--- src/rtl/csbra_defines.svh ---
// Constants for the control/status byte register access block.
// Assumes inclusion by both ends; the interface does not include it; definitions only.
`ifndef CSBRA_DEFINES_SVH
`define CSBRA_DEFINES_SVH
`define CSBRA_BIT_REG 7
`define CSBRA_BIT_WR 6
`define CSBRA_BIT_CAL_EN 6
`define CSBRA_BIT_GAIN 4
`define CSBRA_BIT_OFFS 3
`define CSBRA_BIT_FAST 2
`define CSBRA_BIT_UP 1
`define CSBRA_BIT_DOWN 0
`define CSBRA_IDX_TYPE 6'h08
`define CSBRA_IDX_FW 6'h09
`define CSBRA_IDX_CODE 6'h1f
`define CSBRA_CODE_WORD 16'h1235
`define CSBRA_NREGS 64
`define CSBRA_CLK_HZ 40000000
`define CSBRA_SLOW_MS 1000
`define CSBRA_FAST_MS 50
`define CSBRA_SLOW_CYC ((`CSBRA_CLK_HZ / 1000) * `CSBRA_SLOW_MS)
`define CSBRA_FAST_CYC ((`CSBRA_CLK_HZ / 1000) * `CSBRA_FAST_MS)
`endif

--- src/rtl/csbra_pkg.sv ---
// Types shared by both ends of the control/status byte link.
// Assumes nothing of its surroundings.
package csbra_pkg;
  typedef struct packed {
    logic [7:0] ctrl;
    logic [7:0] data_hi;
    logic [7:0] data_lo;
  } csbra_chan_t;
  typedef enum logic [1:0] {
    CSBRA_IDLE = 2'b00,
    CSBRA_WAIT = 2'b01,
    CSBRA_DONE = 2'b11
  } csbra_hstate_t;
endpackage

--- src/rtl/csbra_if.sv ---
// Logical channel between coupler (host) and terminal (device).
// Byte 0 is control/status, bytes 1 and 2 the data word, high first.
interface csbra_if;
  csbra_pkg::csbra_chan_t out_chan;
  csbra_pkg::csbra_chan_t in_chan;
  modport host (output out_chan, input in_chan);
  modport dev (input out_chan, output in_chan);
endinterface

--- src/rtl/csbra_dev.sv ---
// Terminal end: decodes the control byte and answers with the status byte.
// Assumes the channel bytes are synchronous to clock and held by the host.
`include "csbra_defines.svh"
module csbra_dev #(
  parameter logic [15:0] TYPE_ID = 16'h0123, // Arbitrary value
  parameter logic [15:0] FW_VER = 16'h3130, // Arbitrary value
  parameter int unsigned SLOW_CYC = `CSBRA_SLOW_CYC,
  parameter int unsigned FAST_CYC = `CSBRA_FAST_CYC
) (
  input wire logic clock,
  input wire logic rstn,
  csbra_if.dev link,
  output logic [15:0] gain_cal,
  output logic [15:0] offset_cal,
  output logic nv_commit,
  output logic [15:0] process_out,
  output logic unlocked
);
  logic [15:0] regs_q [`CSBRA_NREGS];
  logic [15:0] regs_d [`CSBRA_NREGS];
  logic [7:0] stat_q, stat_d;
  logic [15:0] rdata_q, rdata_d;
  logic [15:0] pout_q, pout_d;
  logic unl_q, unl_d;
  logic [15:0] gain_q, gain_d, offs_q, offs_d;
  logic [25:0] tick_q, tick_d;
  logic commit_q, commit_d;
  logic [7:0] ctl;
  logic [5:0] idx;
  logic [15:0] wword;
  logic [25:0] period;
  logic reg_mode;
  logic wr_cmd;
  logic rd_cmd;
  logic code_ok;
  logic cal_req;

  assign ctl = link.out_chan.ctrl;
  assign idx = ctl[5:0];
  assign wword = {link.out_chan.data_hi, link.out_chan.data_lo};
  assign period = ctl[`CSBRA_BIT_FAST] ? 26'(FAST_CYC - 1) : 26'(SLOW_CYC - 1);
  assign reg_mode = ctl[`CSBRA_BIT_REG];
  assign wr_cmd = reg_mode && ctl[`CSBRA_BIT_WR];
  assign rd_cmd = reg_mode && !ctl[`CSBRA_BIT_WR];
  assign code_ok = (wword == `CSBRA_CODE_WORD);
  // Both step bits at once is ambiguous, so it counts as no request
  assign cal_req = !reg_mode && ctl[`CSBRA_BIT_CAL_EN] && unl_q
    && (ctl[`CSBRA_BIT_UP] ^ ctl[`CSBRA_BIT_DOWN]);

  // Register set; a held write simply stores the same word again
  always_comb begin
    regs_d = regs_q;
    if (wr_cmd) begin
      if (idx == `CSBRA_IDX_CODE) begin
        regs_d[idx] = wword;
      end else if (idx != `CSBRA_IDX_TYPE && idx != `CSBRA_IDX_FW && unl_q) begin
        regs_d[idx] = wword;
      end
    end
  end

  always_ff @(posedge clock or negedge rstn) begin
    if (!rstn) begin
      for (int i = 0; i < `CSBRA_NREGS; i++) begin
        regs_q[i] <= 16'h0000;
      end
    end else begin
      regs_q <= regs_d;
    end
  end

  // Status byte and read data word
  always_comb begin
    stat_d = 8'h00;
    rdata_d = rdata_q;
    if (wr_cmd) begin
      stat_d = {1'b1, 1'b0, idx};
    end else if (rd_cmd) begin
      stat_d = ctl;
      unique case (idx)
        `CSBRA_IDX_TYPE: rdata_d = TYPE_ID;
        `CSBRA_IDX_FW: rdata_d = FW_VER;
        `CSBRA_IDX_CODE: rdata_d = unl_q ? regs_q[idx] : 16'h0000;
        default: rdata_d = regs_q[idx];
      endcase
    end
  end

  always_ff @(posedge clock or negedge rstn) begin
    if (!rstn) begin
      stat_q <= 8'h00;
      rdata_q <= 16'h0000;
    end else begin
      stat_q <= stat_d;
      rdata_q <= rdata_d;
    end
  end

  // Write protection and the storage commit pulse
  always_comb begin
    unl_d = unl_q;
    commit_d = 1'b0;
    if (wr_cmd && idx == `CSBRA_IDX_CODE) begin
      // Only the first cycle of a held reset commits, as unl_q drops then
      commit_d = unl_q && !code_ok;
      unl_d = code_ok;
    end
  end

  always_ff @(posedge clock or negedge rstn) begin
    if (!rstn) begin
      unl_q <= 1'b0;
      commit_q <= 1'b0;
    end else begin
      unl_q <= unl_d;
      commit_q <= commit_d;
    end
  end

  // Process data word, kept while register mode borrows the channel
  always_comb begin
    pout_d = reg_mode ? pout_q : wword;
  end

  always_ff @(posedge clock or negedge rstn) begin
    if (!rstn) begin
      pout_q <= 16'h0000;
    end else begin
      pout_q <= pout_d;
    end
  end

  // Calibration stepping; the rate counter restarts whenever stepping stops
  always_comb begin
    gain_d = gain_q;
    offs_d = offs_q;
    tick_d = 26'h0;
    if (cal_req) begin
      if (tick_q >= period) begin
        if (ctl[`CSBRA_BIT_GAIN]) begin
          gain_d = ctl[`CSBRA_BIT_UP] ? gain_q + 16'h0001 : gain_q - 16'h0001;
        end
        if (ctl[`CSBRA_BIT_OFFS]) begin
          offs_d = ctl[`CSBRA_BIT_UP] ? offs_q + 16'h0001 : offs_q - 16'h0001;
        end
      end else begin
        tick_d = tick_q + 26'h1;
      end
    end
  end

  always_ff @(posedge clock or negedge rstn) begin
    if (!rstn) begin
      gain_q <= 16'h0000;
      offs_q <= 16'h0000;
      tick_q <= 26'h0;
    end else begin
      gain_q <= gain_d;
      offs_q <= offs_d;
      tick_q <= tick_d;
    end
  end

  // Status in byte 0, data word high then low in bytes 1 and 2
  assign link.in_chan = {stat_q, rdata_q[15:8], rdata_q[7:0]};
  assign gain_cal = gain_q;
  assign offset_cal = offs_q;
  assign nv_commit = commit_q;
  assign process_out = pout_q;
  assign unlocked = unl_q;
endmodule

--- src/flat_wrapper.sv ---
// flat-port wrapper written by rule: the top's interface ports become plain ports
module csbra_dev_flat 
#(
  parameter logic [15:0] TYPE_ID = 16'h0123,                   
  parameter logic [15:0] FW_VER = 16'h3130,                   
  parameter int unsigned SLOW_CYC = `CSBRA_SLOW_CYC,
  parameter int unsigned FAST_CYC = `CSBRA_FAST_CYC
)
  (clock, rstn, gain_cal, offset_cal, nv_commit, process_out, unlocked, link_out_chan, link_in_chan);
  csbra_if link_i ();
  input wire logic clock;
  input wire logic rstn;
  output logic [15:0] gain_cal;
  output logic [15:0] offset_cal;
  output logic nv_commit;
  output logic [15:0] process_out;
  output logic unlocked;
  input wire logic [$bits(link_i.out_chan)-1:0] link_out_chan;
  output wire logic [$bits(link_i.in_chan)-1:0] link_in_chan;
  assign link_i.out_chan = link_out_chan;
  assign link_in_chan = link_i.in_chan;
  csbra_dev #(.TYPE_ID(TYPE_ID), .FW_VER(FW_VER), .SLOW_CYC(SLOW_CYC), .FAST_CYC(FAST_CYC)) u_core (.clock(clock), .rstn(rstn), .link(link_i), .gain_cal(gain_cal), .offset_cal(offset_cal), .nv_commit(nv_commit), .process_out(process_out), .unlocked(unlocked));
endmodule
--- config.mk ---
export PLATFORM = sky130hd
export DESIGN_NAME = csbra_dev_flat
export DESIGN_NICKNAME = d
export VERILOG_FILES = /design/src/rtl/csbra_pkg.sv /design/src/rtl/csbra_if.sv /design/src/rtl/csbra_dev.sv /design/src/flat_wrapper.sv
export VERILOG_INCLUDE_DIRS = /design/src /design/src/rtl
export SDC_FILE = /design/constraint.sdc
export NUM_CORES = 2
export LEC_CHECK = 0
export BUFFER_PORTS_ARGS = -buffer_cell sky130_fd_sc_hd__buf_2
export CAP_MARGIN = 25
export CELL_PAD_IN_SITES_DETAIL_PLACEMENT = 0
export CELL_PAD_IN_SITES_GLOBAL_PLACEMENT = 2
export CORE_UTILIZATION = 34
export DETAILED_ROUTE_END_ITERATION = 6
export PLACE_DENSITY_LB_ADDON = 0.1
export SLEW_MARGIN = 0
export SYNTH_ARGS = -nofsm -noshare
export SYNTH_HDL_FRONTEND = slang
export SYNTH_SLANG_ARGS = --single-unit
--- constraint.sdc ---
create_clock -name clock -period 2.7 [get_ports clock]
set_input_delay 0.135 -clock clock [delete_from_list [all_inputs] [get_ports clock]]
set_output_delay 0.135 -clock clock [all_outputs]
set_load 0.005 [all_outputs]
==> run summary <==
The overall die area was 156000 sq um. The transition time at the pin with the least slew margin came out at 0.992 ns. Summing the sequential cell areas from Yosys gives 53.6% of the chip area. For this configuration, the core starts out at a cell density of 34.4%.

The remaining number of nets flagged by the antenna check after routing was 0; the overall routing resource usage was 24.6%. The most common library cell in the layout ignoring fill and taps is dfrtp_1. The count of buffers added on input and output ports is 99. At the worst endpoint, the required time is 3.34 ns. Worst min-delay path class: in2async.

CTS built an H-tree with a depth of 4. The row count is 143. The first detailed-routing pass ran for 5 iterations. The endpoint identified for the worst register-to-register timing path is u_core.offset_cal[9]. The timing-limited maximum frequency is 375 MHz. In this run the worst setup path begins at link_out_chan[16].

The maximum fanout count along the critical path was 11; the number of remaining DRC errors was 0. Measured along the x axis, the die boundary spans 395 um. In the synthesized netlist the dominant register cell turns out to be dfrtp_1.

Counting I/O delays and the setup requirement, the final critical path takes 2.67 ns. TritonCTS built the clock tree. The logs give 75 for the distinct cell type count of the synthesized netlist and 0 for the final number of hold-violating endpoints. The run finished with clean final reports. Summed over all layers, the global routing overflow is 0.

Clock-pin slew was measured on the worst setup and hold paths at 0.06 ns. The run gives 0 ns as the final-layout setup total negative slack. Counting flops with an async set or reset pin after synthesis yields a share of 100%. The routability-driven placement congestion ratio was 0.884.

Max-cap violations in this run came to 0. The run gives 37218 as the via count of the first global-routing pass. The run gives 16 as the number of antenna violations at the first check in global routing. The share of total power in sequential cells was 44.1%.

The signal arrival time at the worst endpoint was 3.31 ns; the count of synthesis-stage warnings from yosys was 0. The wire-length estimate of the detail-placed layout is 125 mm. The number of enable-type register cells in the synthesized netlist works out to 0.

Buffers inserted during clock tree synthesis total 137. 100 I/O pins were placed. The power density of the placed cells works out to 672 nW/um^2.

Setup slack closes at 0.0312 ns. The logs give -0.223 ns for the worst setup timing slack at the placement stage and 0 for the setup violation total in the final timing report. The maximum count of clock buffers along a single path came out at 3.

For this design the total switching power over the nets is 11000 uW. After detailed routing, the average wire length per cell comes to 30.3 um. Wire length of the first global-routing pass: 278 mm. At the later pin of the worst-skew pair, clock insertion delay measures 0.79 ns.

Using the TritonRoute via totals, the vias-per-cell ratio works out to 5.58. Across the VDD grid, the largest voltage drop is 0.000535 V. In this run the register-to-register setup slack is 0.14 ns. The share of total power in combinational logic is 11.0%, and the number of fill cells in the layout is 13982. The startpoint identified for the worst register-to-register timing path is u_core.tick_q[8]. The cell sitting at the root of the clock tree is a clkbuf_16. In the final layout, the share of cells above drive strength 1 is 48.6%. Total number of vias: 34938.

The top cell types in the final layout, fill and taps aside, are 1124 x dfrtp_1, 1103 x mux2_2, 296 x buf_4. The worst setup path is of the in2reg kind. The clock network accounts for 44.9% of the total power. The flip-flop and latch count after synthesis was 1124. Number of nets at the end of the flow: 4194. Iteration-0 DRC count of the detailed router: 2156.

Type of destination of the critical path: a register. A synthesized cell averages 13.8 sq um. Final clock period utilization by the worst path: 98.8%. The synthesized netlist occupies a cell area of 52500 sq um. Summed over all layers, the routed wires come to 190 mm. The clock arrives with 0.0215 ns of skew. The tools report the CTS sink count as 1124. For the worst slew margin relative to its limit, the log shows 33.8%.

The logs give 3863 for the net count after synthesis and 3790 for the number of cells produced by synthesis. Setup repair after global routing left no endpoint under its margin. The share of total power consumed by net switching is 25.7%. The tools report the largest net degree at the start of global routing as 93. The number of slew-limit violations in the final report was 0.

For the internal power contribution, the log shows 31800 uW. The final design utilization is 41.7%, and the static leakage is 0.0303 uW. The height of the chip was 395 um. The kind of start point of the critical path is a primary input. The area growth from synthesis to layout is 21.4%. The region available for standard cell placement spans 153000 sq um. The cell depth of the worst flop-to-flop path was 9. The final hold slack is 0.0136 ns.
layout make-up:
type | instances | area [sq um] | area share [%]
Sequential cell | 1124 | 28100 | 44.2
Tap cell | 2030 | 2540 | 3.99
Clock inverter | 46 | 729 | 1.15
Timing Repair Buffer | 523 | 5140 | 8.07
Inverter | 8 | 40.0 | 0.0629
Multi-Input combinational cell | 2327 | 23000 | 36.2
Antenna cell | 8 | 20.0 | 0.0314
Clock buffer | 200 | 4050 | 6.35
kinds of logic after synthesis:
kind of cell | count (synthesis) | share of synthesized area (%)
fa+ha+maj | 47 | 1.15
simple gates | 394 | 3.78
other cells | 1 | 0.00715
mux | 1345 | 31.0
xor+xnor | 49 | 0.818
compound gates | 491 | 6.63
flops | 1124 | 53.6
buf+inv | 339 | 2.99
state kept, by name, indices dropped and copies added (netlist names):
name / flops
u_core.gain_cal: 16
u_core.nv_commit: 1
u_core.offset_cal: 16
u_core.process_out: 16
u_core.rdata_q: 16
u_core.regs_q: 1024
u_core.stat_q: 8
u_core.tick_q: 26
u_core.unlocked: 1
layer usage:
metal  routed length, um  track usage [%]  vias to the layer above
li1                    -                -                    14783
met1               86200             34.7                    18991
met2               89200             39.1                      906
met3                9420             3.82                      254
met4                5080             6.89                        4
met5                  27                0                        -
timing repair:
| action | CTS | global route |
|---|---|---|
| hold buffers | 15 | 0 |
| setup buffers | 0 | 1 |
| resized for setup | 0 | 3 |
| setup endpoints to repair | 0 | 13 |
| hold endpoints to repair | 305 | 0 |
cell usage after synthesis, types with 7 or more instances:
cell type | count | area share, %
a211oi_1 | 9 | 0.13
a21o_1 | 12 | 0.17
a21oi_1 | 65 | 0.62
a221o_1 | 8 | 0.15
a221oi_1 | 108 | 1.8
a22o_1 | 22 | 0.37
a22oi_1 | 44 | 0.63
a31oi_1 | 11 | 0.13
and2_1 | 12 | 0.14
and3_1 | 12 | 0.14
buf_1 | 20 | 0.14
buf_2 | 57 | 0.54
buf_4 | 57 | 0.82
clkbuf_1 | 195 | 1.4
dfrtp_1 | 1124 | 54
ha_1 | 45 | 1.1
mux2_2 | 1103 | 24
mux2i_1 | 124 | 2.4
mux4_2 | 115 | 4.9
nand2_1 | 93 | 0.67
nand2_2 | 34 | 0.41
nand3_1 | 21 | 0.20
nand4_1 | 18 | 0.21
nor2_1 | 115 | 0.82
nor2_2 | 24 | 0.29
nor2b_1 | 13 | 0.15
nor3_1 | 7 | 0.067
o211ai_1 | 7 | 0.10
o21a_1 | 8 | 0.11
o21ai_0 | 94 | 0.90
o221ai_1 | 11 | 0.18
o22a_1 | 9 | 0.15
o22ai_1 | 45 | 0.54
o2bb2ai_1 | 7 | 0.12
xnor2_1 | 21 | 0.35
xor2_1 | 28 | 0.47
power by group through the flow:
stage / sequential, uW / combinational [uW] / clock [uW]
floorplan: 18900 / 2600 / 0
global placement: 19100 / 4620 / 0
detailed placement: 19200 / 4730 / 0
CTS: 18900 / 4760 / 19700
global route: 19000 / 5040 / 20400
finish: 18900 / 4710 / 19200
worst max-delay path, cell delays in order:
cell	delay, ns
dlygate4sd3_1	0.56
buf_8	0.17
and2_2	0.37
buf_12	0.25
buf_4	0.20
a22oi_1	0.21
nor2_1	0.06
a21oi_1	0.18
nor2_1	0.17
a2111oi_0	0.64
buf_4	0.23
o31ai_1	0.07
worst max-delay path by stage:
stage                      endpoint  depth (start not counted)  slack (ns)
2_1_floorplan    u_core.regs_q[885]                         16       -0.21
3_3_place_gp     u_core.rdata_q[10]                          9       -0.35
3_5_place_dp     u_core.rdata_q[10]                          9       -0.22
4_1_cts        u_core.offset_cal[9]                          9       0.006
5_1_grt         u_core.gain_cal[15]                         11        0.02
6_report         u_core.rdata_q[10]                         12        0.03
metrics by stage:
step	cell area, sq um	total power, uW	cells
CTS	63600	43400	6257
detailed placement	58700	23900	5996
global route	63700	44500	6259
global placement	58700	23700	5994
floorplan	52900	21500	3790
finish	63700	42800	6266
Power figures use the tool's default switching activity.
